`config.mk`:
```
export PLATFORM = sky130hd
export DESIGN_NAME = main_clock_monitor_reset
export DESIGN_NICKNAME = d
export VERILOG_FILES = /design/src/shared/clock_watch_pkg.sv /design/src/shared/main_clock_detect_if.sv /design/src/verilog/clock_watch_axi_slave.sv /design/src/verilog/main_clock_detector.sv /design/src/verilog/main_clock_monitor_reset.sv
export SDC_FILE = /design/constraint.sdc
export NUM_CORES = 1
export LEC_CHECK = 0
export ABC_CLOCK_PERIOD_IN_PS = 2300
export BUFFER_PORTS_ARGS = -buffer_cell sky130_fd_sc_hd__buf_2
export CAP_MARGIN = 20
export CORE_MARGIN = 2
export CORE_UTILIZATION = 53
export DETAILED_ROUTE_END_ITERATION = 10
export PLACE_DENSITY = 0.79
export SYNTH_ARGS = -nofsm -noshare
export SYNTH_HDL_FRONTEND = slang
export SYNTH_SLANG_ARGS = --single-unit
```
`constraint.sdc`:
```
create_clock -name clk -period 2.3 [get_ports clk]
set_clock_uncertainty 0.05 [all_clocks]
set_input_delay 0.23 -clock clk [delete_from_list [all_inputs] [get_ports clk]]
set_output_delay 0.23 -clock clk [all_outputs]
set_load 0.02 [all_outputs]
```
`src/shared/clock_watch_pkg.sv`:
```
package clock_watch_pkg;
   // ========================================
   // register byte offsets
   localparam logic [7:0] off_watch_control = 8'h00;
   localparam logic [7:0] off_cpu_clock_status = 8'h04;
   localparam logic [7:0] off_reset_cause = 8'h08;
   localparam logic [7:0] off_power_clock = 8'h0c;
   localparam logic [7:0] off_internal_osc = 8'h10;
   localparam logic [7:0] off_irq_status = 8'h14;
   localparam logic [7:0] off_irq_mask = 8'h18;
   localparam logic [7:0] off_protect_key = 8'h1c;
   // ========================================
   // field positions
   localparam int bit_monitor_enable = 0;
   localparam int bit_cpu_on_internal_osc = 0;
   localparam int bit_watchdog_flag = 4;
   localparam int bit_monitor_flag = 1;
   localparam int bit_undervoltage_flag = 0;
   localparam int bit_main_osc_stop = 6;
   localparam int bit_subclock_select = 4;
   localparam int bit_stop_mode = 0;
   localparam int bit_internal_osc_stop = 0;
   localparam int irq_count = 3;
   localparam int irq_monitor_reset = 0;
   localparam int irq_watchdog_reset = 1;
   localparam int irq_cpu_started = 2;
   // ========================================
   // reset values and keys
   localparam logic [7:0] watch_control_reset = 8'h00;
   localparam logic [7:0] protect_key_value = 8'ha5;
   // ========================================
   // timing
   localparam int settle_exponent = 16;
   localparam logic [16:0] settle_count = 17'h10000;
   localparam logic [7:0] miss_limit = 8'h08;
   localparam logic [11:0] watchdog_limit = 12'hfff;
   typedef enum logic [1:0] {st_settle, st_run_main, st_run_internal} boot_state_t;
endpackage : clock_watch_pkg

```
`src/shared/main_clock_detect_if.sv`:
```
`timescale 1ns/100ps
interface main_clock_detect_if;
   logic active;
   logic stopped;
   modport watcher (input active, output stopped);
   modport owner   (output active, input stopped);
endinterface : main_clock_detect_if

```
`src/verilog/clock_watch_axi_slave.sv`:
```
`timescale 1ns/100ps
module clock_watch_axi_slave
   import clock_watch_pkg::*;
(
   input wire logic        clk,
   input wire logic        srst,
   input wire logic [7:0]  awaddr,
   input wire logic        awvalid,
   output logic            awready,
   input wire logic [31:0] wdata,
   input wire logic [3:0]  wstrb,
   input wire logic        wvalid,
   output logic            wready,
   output logic [1:0]      bresp,
   output logic            bvalid,
   input wire logic        bready,
   input wire logic [7:0]  araddr,
   input wire logic        arvalid,
   output logic            arready,
   output logic [31:0]     rdata,
   output logic [1:0]      rresp,
   output logic            rvalid,
   input wire logic        rready,
   output logic            wr_strobe,
   output logic [7:0]      wr_addr,
   output logic [31:0]     wr_data,
   output logic [3:0]      wr_strb,
   output logic [7:0]      rd_addr,
   input wire logic [31:0] rd_data,
   input wire logic        rd_hit,
   input wire logic        wr_hit
);
   logic have_aw;
   logic have_w;
   wire  do_write = have_aw && have_w && !bvalid;
   wire  do_read  = arvalid && !rvalid;
   assign awready = !have_aw && !bvalid;
   assign wready  = !have_w && !bvalid;
   assign arready = do_read;
   assign rd_addr = araddr;
   assign wr_strobe = do_write;
   // ========================================
   // write channel capture
   always_ff @(posedge clk) begin
      if (srst) begin
         have_aw <= 1'b0;
         have_w  <= 1'b0;
         wr_addr <= 8'h00;
         wr_data <= 32'h00000000;
         wr_strb <= 4'h0;
         bvalid  <= 1'b0;
         bresp   <= 2'b00;
      end else begin
         if (awvalid && awready) begin
            have_aw <= 1'b1;
            wr_addr <= awaddr;
         end
         if (wvalid && wready) begin
            have_w  <= 1'b1;
            wr_data <= wdata;
            wr_strb <= wstrb;
         end
         if (do_write) begin
            have_aw <= 1'b0;
            have_w  <= 1'b0;
            bvalid  <= 1'b1;
            bresp   <= wr_hit ? 2'b00 : 2'b10;
         end else if (bvalid && bready) begin
            bvalid <= 1'b0;
         end
      end
   end
   // ========================================
   // read channel
   always_ff @(posedge clk) begin
      if (srst) begin
         rvalid <= 1'b0;
         rdata  <= 32'h00000000;
         rresp  <= 2'b00;
      end else if (do_read) begin
         rvalid <= 1'b1;
         rdata  <= rd_hit ? rd_data : 32'h00000000;
         rresp  <= rd_hit ? 2'b00 : 2'b10;
      end else if (rvalid && rready) begin
         rvalid <= 1'b0;
      end
   end
endmodule : clock_watch_axi_slave

```
`src/verilog/main_clock_detector.sv`:
```
`timescale 1ns/100ps
module main_clock_detector
   import clock_watch_pkg::*;
(
   input wire logic             clk,
   input wire logic             srst,
   input wire logic             internal_osc_tick,
   input wire logic             main_clk_edge,
   main_clock_detect_if.watcher det
);
   logic [7:0] misses;
   wire        expired = (misses >= miss_limit);
   // ========================================
   // count internal-osc samples with no main-clock edge
   always_ff @(posedge clk) begin
      if (srst || !det.active || main_clk_edge) begin
         misses <= 8'h00;
      end else if (internal_osc_tick && !expired) begin
         misses <= misses + 8'h01;
      end
   end
   assign det.stopped = det.active && expired;
endmodule : main_clock_detector

```
`src/verilog/main_clock_monitor_reset.sv`:
```
`timescale 1ns/100ps
module main_clock_monitor_reset
   import clock_watch_pkg::*;
(
   input wire logic        clk,
   input wire logic        srst,
   input wire logic        pin_reset,
   input wire logic        watchdog_reset_req,
   input wire logic        undervoltage_reset_req,
   input wire logic        main_clk_pin,
   input wire logic        internal_osc_tick,
   input wire logic        firmware_done,
   input wire logic [7:0]  awaddr,
   input wire logic        awvalid,
   output logic            awready,
   input wire logic [31:0] wdata,
   input wire logic [3:0]  wstrb,
   input wire logic        wvalid,
   output logic            wready,
   output logic [1:0]      bresp,
   output logic            bvalid,
   input wire logic        bready,
   input wire logic [7:0]  araddr,
   input wire logic        arvalid,
   output logic            arready,
   output logic [31:0]     rdata,
   output logic [1:0]      rresp,
   output logic            rvalid,
   input wire logic        rready,
   output logic            monitor_reset_req,
   output logic            cpu_run,
   output logic            firmware_run,
   output logic            watchdog_run,
   output logic            internal_osc_on,
   output logic            irq
);
   // ========================================
   // pin synchronisers
   logic [2:0] main_sync;
   logic [1:0] pin_rst_sync;
   always_ff @(posedge clk) begin
      if (srst) begin
         main_sync    <= 3'b000;
         pin_rst_sync <= 2'b00;
      end else begin
         main_sync    <= {main_sync[1:0], main_clk_pin};
         pin_rst_sync <= {pin_rst_sync[0], pin_reset};
      end
   end
   wire main_clk_edge = main_sync[2] != main_sync[1];
   wire pin_rst = pin_rst_sync[1];

   // ========================================
   // registers
   logic              monitor_enable_bit;
   logic              watchdog_reset_flag;
   logic              monitor_reset_flag;
   logic              undervoltage_reset_flag;
   logic              main_osc_stop_bit;
   logic              subclock_select_status;
   logic              stop_mode;
   logic              internal_osc_stop_bit;
   logic              unlocked;
   logic [irq_count-1:0] irq_status;
   logic [irq_count-1:0] irq_mask;
   boot_state_t       boot_state;
   logic [16:0]       settle_cnt;
   logic [11:0]       watchdog_cnt;
   logic              stop_settling;

   wire cpu_on_internal_osc_flag = (boot_state == st_run_internal);

   // ========================================
   // bus slave
   logic        wr_strobe;
   logic [7:0]  wr_addr;
   logic [31:0] wr_data;
   logic [3:0]  wr_strb;
   logic [7:0]  rd_addr;
   logic [31:0] rd_data;
   wire wr_hit = wr_addr[1:0] == 2'b00 && wr_addr <= off_protect_key;
   wire rd_hit = rd_addr[1:0] == 2'b00 && rd_addr <= off_protect_key;

   clock_watch_axi_slave u_bus (
      .clk     (clk),
      .srst    (srst),
      .awaddr  (awaddr),
      .awvalid (awvalid),
      .awready (awready),
      .wdata   (wdata),
      .wstrb   (wstrb),
      .wvalid  (wvalid),
      .wready  (wready),
      .bresp   (bresp),
      .bvalid  (bvalid),
      .bready  (bready),
      .araddr  (araddr),
      .arvalid (arvalid),
      .arready (arready),
      .rdata   (rdata),
      .rresp   (rresp),
      .rvalid  (rvalid),
      .rready  (rready),
      .wr_strobe (wr_strobe),
      .wr_addr (wr_addr),
      .wr_data (wr_data),
      .wr_strb (wr_strb),
      .rd_addr (rd_addr),
      .rd_data (rd_data),
      .rd_hit  (rd_hit),
      .wr_hit  (wr_hit)
   );

   wire wr_lane0     = wr_strobe && wr_strb[0];
   wire wr_key       = wr_lane0 && wr_addr == off_protect_key;
   wire wr_control   = wr_lane0 && wr_addr == off_watch_control;
   wire wr_power     = wr_lane0 && wr_addr == off_power_clock;
   wire wr_int_osc   = wr_lane0 && wr_addr == off_internal_osc;
   wire wr_irq_stat  = wr_lane0 && wr_addr == off_irq_status;
   wire wr_irq_mask  = wr_lane0 && wr_addr == off_irq_mask;
   // protected write: key then control in the very next write
   wire control_take = wr_control && unlocked;

   // ========================================
   // read mux
   wire [7:0] control_rd = {7'h00, monitor_enable_bit};
   wire [7:0] status_rd  = {7'h00, cpu_on_internal_osc_flag};
   wire [7:0] cause_rd   = {3'h0, watchdog_reset_flag, 2'h0, monitor_reset_flag, undervoltage_reset_flag};
   wire [7:0] power_rd   = {1'b0, main_osc_stop_bit, 1'b0, subclock_select_status, 3'h0, stop_mode};
   wire [7:0] int_osc_rd = {7'h00, internal_osc_stop_bit};
   wire [7:0] istat_rd   = {5'h00, irq_status};
   wire [7:0] imask_rd   = {5'h00, irq_mask};
   wire [7:0] rd_byte = (rd_addr == off_watch_control)    ? control_rd :
                        (rd_addr == off_cpu_clock_status) ? status_rd  :
                        (rd_addr == off_reset_cause)      ? cause_rd   :
                        (rd_addr == off_power_clock)      ? power_rd   :
                        (rd_addr == off_internal_osc)     ? int_osc_rd :
                        (rd_addr == off_irq_status)       ? istat_rd   :
                        (rd_addr == off_irq_mask)         ? imask_rd   : 8'h00;
   assign rd_data = {24'h000000, rd_byte};

   // ========================================
   // clock-stop detector
   main_clock_detect_if det_bus ();
   wire internal_osc_running = !internal_osc_stop_bit;
   assign det_bus.active = monitor_enable_bit
                        && boot_state == st_run_main
                        && !stop_mode && !stop_settling
                        && !main_osc_stop_bit && !subclock_select_status
                        && internal_osc_running
                        && !cpu_on_internal_osc_flag;

   main_clock_detector u_detect (
      .clk               (clk),
      .srst              (srst),
      .internal_osc_tick (internal_osc_tick && internal_osc_running),
      .main_clk_edge     (main_clk_edge),
      .det               (det_bus)
   );
   wire clock_fail = det_bus.stopped;

   // ========================================
   // boot sequence
   wire settle_done = settle_cnt == settle_count;
   wire wdt_ovf     = watchdog_cnt == watchdog_limit;
   always_ff @(posedge clk) begin
      if (srst || pin_rst || clock_fail) begin
         boot_state   <= st_settle;
         settle_cnt   <= 17'h00000;
         watchdog_cnt <= 12'h000;
      end else begin
         if (internal_osc_tick && !wdt_ovf) begin
            watchdog_cnt <= watchdog_cnt + 12'h001;
         end
         if ((boot_state == st_settle || stop_settling) && main_clk_edge && !settle_done) begin
            settle_cnt <= settle_cnt + 17'h00001;
         end else if (stop_mode) begin
            settle_cnt <= 17'h00000;
         end
         case (boot_state)
            st_settle: begin
               if (settle_done) begin
                  boot_state <= st_run_main;
               end else if (wdt_ovf) begin
                  boot_state <= st_run_internal;
               end
            end
            st_run_main: boot_state <= st_run_main;
            st_run_internal: boot_state <= st_run_internal;
            default: boot_state <= st_settle;
         endcase
      end
   end

   // ========================================
   // control and power state
   always_ff @(posedge clk) begin
      if (srst || pin_rst || clock_fail) begin
         monitor_enable_bit <= watch_control_reset[bit_monitor_enable];
         unlocked           <= 1'b0;
         main_osc_stop_bit  <= 1'b0;
         subclock_select_status <= 1'b0;
         stop_mode          <= 1'b0;
         stop_settling      <= 1'b0;
         internal_osc_stop_bit <= 1'b0;
      end else begin
         if (wr_strobe) begin
            unlocked <= wr_key && wr_data[7:0] == protect_key_value;
         end
         if (control_take && wr_data[bit_monitor_enable]) begin
            monitor_enable_bit <= 1'b1;
         end
         if (wr_power) begin
            main_osc_stop_bit      <= wr_data[bit_main_osc_stop];
            subclock_select_status <= wr_data[bit_subclock_select];
            stop_mode              <= wr_data[bit_stop_mode];
            if (stop_mode && !wr_data[bit_stop_mode]) begin
               stop_settling <= 1'b1;
            end
         end
         if (stop_settling && settle_done) begin
            stop_settling <= 1'b0;
         end
         if (wr_int_osc && !cpu_on_internal_osc_flag) begin
            internal_osc_stop_bit <= wr_data[bit_internal_osc_stop];
         end
      end
   end

   // ========================================
   // reset-cause flags survive all but srst and the pin reset
   always_ff @(posedge clk) begin
      if (srst || pin_rst) begin
         watchdog_reset_flag     <= 1'b0;
         monitor_reset_flag      <= 1'b0;
         undervoltage_reset_flag <= 1'b0;
      end else begin
         if (watchdog_reset_req) begin
            watchdog_reset_flag <= 1'b1;
         end
         if (clock_fail) begin
            monitor_reset_flag <= 1'b1;
         end
         if (undervoltage_reset_req) begin
            undervoltage_reset_flag <= 1'b1;
         end
      end
   end

   // ========================================
   // interrupts: set wins over write-one-to-clear
   logic [irq_count-1:0] irq_event;
   assign irq_event[irq_monitor_reset]  = clock_fail;
   assign irq_event[irq_watchdog_reset] = wdt_ovf && boot_state == st_settle;
   assign irq_event[irq_cpu_started]    = firmware_run && firmware_done;
   genvar g;
   generate
      for (g = 0; g < irq_count; g++) begin : g_irq
         always_ff @(posedge clk) begin
            if (srst) begin
               irq_status[g] <= 1'b0;
            end else if (irq_event[g]) begin
               irq_status[g] <= 1'b1;
            end else if (wr_irq_stat && wr_data[g]) begin
               irq_status[g] <= 1'b0;
            end
         end
      end
   endgenerate
   always_ff @(posedge clk) begin
      if (srst) begin
         irq_mask <= '0;
      end else if (wr_irq_mask) begin
         irq_mask <= wr_data[irq_count-1:0];
      end
   end

   // ========================================
   // registered outputs
   always_ff @(posedge clk) begin
      if (srst) begin
         monitor_reset_req <= 1'b0;
         firmware_run      <= 1'b0;
         cpu_run           <= 1'b0;
         watchdog_run      <= 1'b0;
         internal_osc_on   <= 1'b0;
         irq               <= 1'b0;
      end else begin
         monitor_reset_req <= clock_fail;
         if (pin_rst || clock_fail || boot_state == st_settle) begin
            firmware_run <= 1'b0;
            cpu_run      <= 1'b0;
         end else if (!cpu_run && !firmware_run) begin
            firmware_run <= 1'b1;
         end else if (firmware_run && firmware_done) begin
            firmware_run <= 1'b0;
            cpu_run      <= 1'b1;
         end
         watchdog_run    <= !pin_rst && !clock_fail;
         internal_osc_on <= internal_osc_running;
         // a mask bit at one hides its status bit from the line
         irq             <= |(irq_status & ~irq_mask);
      end
   end
endmodule : main_clock_monitor_reset
```
==> results by group <==
Worst setup path
  • Worst Path Required: ~2500 ps
  • R2R Path End: settle_cnt[2]
  • CP endpoint kind: flip-flop
  • CP startpoint kind: flip-flop
  • Worst reg-to-reg setup slack: ~130 ps
  • CP startpoint: settle_cnt[13]
  • FF-to-FF Start: settle_cnt[13]
  • Worst EP arrival: between 2000 and 2500 ps
  • Critical path class: flip-flop to flip-flop
  • Worst Setup EP: settle_cnt[2]
  • Critical-path maximum fanout: 16
  • FF-to-FF path depth: 6

Synthesis
  • Count of flip-flops with a built-in enable after synthesis: 0
  • Ys Warns: 0
  • Ys flop type: dfxtp_1
  • Share of flip-flops with an asynchronous set or reset: 0%
  • Synth area leader: dfxtp_1
  • Post-synth top cells: 94 x dfxtp_1, 57 x a21oi_1, 57 x nand2_1
  • Register bit total from synthesis: 94
  • Yosys cell types: 56
  • Area contributors post-synth: dfxtp_1 45%, a21oi_1 6.8%, buf_4 5.3%
  • Sequential-to-total area share from yosys stat: approximately 45%
  • Synth top area share: between 40% and 50%
  • Post-Syn Area: around 4200 µm²
  • Most common cell in the netlist: dfxtp_1
  • Synth Area per Inst: 8.42 µm²
  • Post-Syn Instances: 501

Pwr
  • P per Cell Area: 675 nW/µm²
  • Leakage power: roughly 1.9 nW
  • Max IR drop VDD: 0.000390 V
  • Total power: approximately 3.1 mW

Die
  • I/O pin cnt: approximately 110
  • Die Ht: 93.2 µm
  • Chip width: 93.2 µm
  • Starting Density: 54.6%
  • Rows: 32
  • Core area: 7730 µm²
  • Die ar.: roughly 8700 µm²

Timing
  • Min Hold Slack: ~32 ps
  • Max Fclk: 0.461 GHz
  • Final Worst Setup Slack: around 130 ps
  • Worst slew margin: between 50% and 60%
  • Final min period: around 2200 ps
  • Final hold violations: 0
  • RSZ-0062 raised after global routing: no
  • Max Slew Vio Count: 0
  • Measured slew at the worst slew-check pin: 669 ps
  • Part of the cycle the worst path needs: between 90% and 100%
  • Setup violations, final: 0
  • Final TNS setup: 0 ps

Global route
  • Total track usage: between 15 and 20%
  • Grt ovf: 0
  • Largest net degree at the start of global routing: 45
  • Initial antenna violation count: 0
  • Number of global-route vias before repair: 3,110
  • First-pass GRT wire length: 13,600 µm

Routing
  • Initial DRC Count: approximately 180
  • Final wirelength: 8260 µm
  • Wire per inst: between 10 and 15 µm
  • Total number of vias: approximately 3,500
  • Via/cell ratio: about 5.3
  • DRT antenna net count: 0
  • Drt drc: 0
  • Initial DRT Pass Iterations: 4

Placed design
  • Post-DP HPWL: 5990 µm
  • Worst slack at placement: roughly 190 ps
  • Port bufs: 55
  • Post-Place Cells: between 600 and 700
  • GPL Wtd Cong: around 0.86
  • Area after DPL: 4440 µm²

Clocking
  • Clk sink count: 94
  • CTS clk-pin slew, worst paths: around 90 ps
  • Htree depth: 3
  • CTS Buf Count: 9
  • CTS Buffer Depth: 2
  • Clock tree root driver cell: clkbuf_8
  • CTS resizes: 0
  • CTS tree: yes
  • Hold_buf cts: 0
  • Clock latency at the later pin of the worst-skew pair: roughly 360 ps
  • Setup bufs post-CTS: 0

Final layout
  • Fillers: around 690
  • Post-route cell area: roughly 4700 µm²
  • Antenna Cells: 0
  • Core Util, Final: 60.3%
  • Fraction of layout cells with a size suffix above 1: approximately 17%
  • Syn-to-layout area delta: 10.5%
  • Fin nets: between 600 and 700
  • Final std cells w/o fill: 657

Outcome
  • Status: finished, final reports clean

Min path
  • Worst Hold Class: input pin to flip-flop

Flow run
  • MaxCap Viol Count: 0
## power by group
group | internal, mW | switching, mW | total, mW
clock | 0.596 | 0.557 | 1.15
combinational | 0.0959 | 0.197 | 0.293
sequential | 1.67 | 0.0307 | 1.70
## layout make-up
cell class              count  area [µm²]  share of cell area (%)
repair buffers             59         305                    6.55
flip-flops and latches     94        1880                    40.4
clock buffers              12         165                    3.55
well taps                 102         128                    2.74
multi-input cells         369        2060                    44.3
inverters                  17        63.8                    1.37
clock inverters             4        52.6                    1.13
## layout by cell type, fill, tap and decap left out, drive strengths merged, types with 6 or more instances in the layout
master,n
dfxtp,94
conb,29
nand2,57
buf,59
o21ai,17
inv,18
nand3b,7
and3,8
mux2i,9
xor2,10
nand4,6
nor2b,7
nand3,16
nor2,55
a31oi,6
a21oi,57
clkbuf,12
and2,9
nor3,16
## cells by family (layout without fill, tap and decap cells)
group                    after synthesis  after routing  synth area share (%)
XOR/XNOR                              13             13                  2.70
AO/OA/AOI/OAI                         98             98                  13.3
flip-flops                            94             94                  44.6
adder cells (fa/ha/maj)                5              5                  1.48
AND/OR/NAND/NOR                      214            214                  26.5
other                                  1             29                0.0889
buffers and inverters                 66             92                  8.96
multiplexers                          10             10                  2.40
## sequential cells by signal, summed over array words and instances, names as in the netlist, 2 cells and up
register,count
pin_rst_sync,2
boot_state,2
watchdog_cnt,12
u_bus.rdata,5
u_bus.wr_addr,8
main_sync,3
irq_status,3
u_bus.wr_data,8
irq_mask,3
settle_cnt,17
u_detect.misses,8
## worst max-delay path: stages, from the launching register on
cell and delay (ps):
dfxtp_1 340, nor4b_1 410, nand4_1 320, o211a_2 320, nor2_4 340, nor2_1 90
a211oi_1 220
## routing by layer
layer / up-vias / part of all wire [%] / track usage [%]
li1: 1772 / - / -
met1: 1587 / 46 / 24.1
met2: 102 / 48 / 33.1
met3: 8 / 5.3 / 5.32
met4: 0 / 0.87 / 5.15
met5: - / 0 / 0
## how the worst min path moves through the flow
| stage | startpoint | end | slack (ps) | depth (start not counted) |
|---|---|---|---|---|
| 3_5_place_dp | main_sync[0] | main_sync[1] | 380 | 1 |
| 2_1_floorplan | undervoltage_reset_req | undervoltage_reset_flag | 290 | 1 |
| 4_1_cts | watchdog_reset_req | watchdog_reset_flag | 20 | 2 |
| 3_3_place_gp | pin_rst_sync[0] | pin_rst_sync[1] | 370 | 1 |
| 6_report | watchdog_reset_req | watchdog_reset_flag | 30 | 2 |
| 5_1_grt | watchdog_reset_req | watchdog_reset_flag | 20 | 2 |
(Power assumes the default switching activity.)
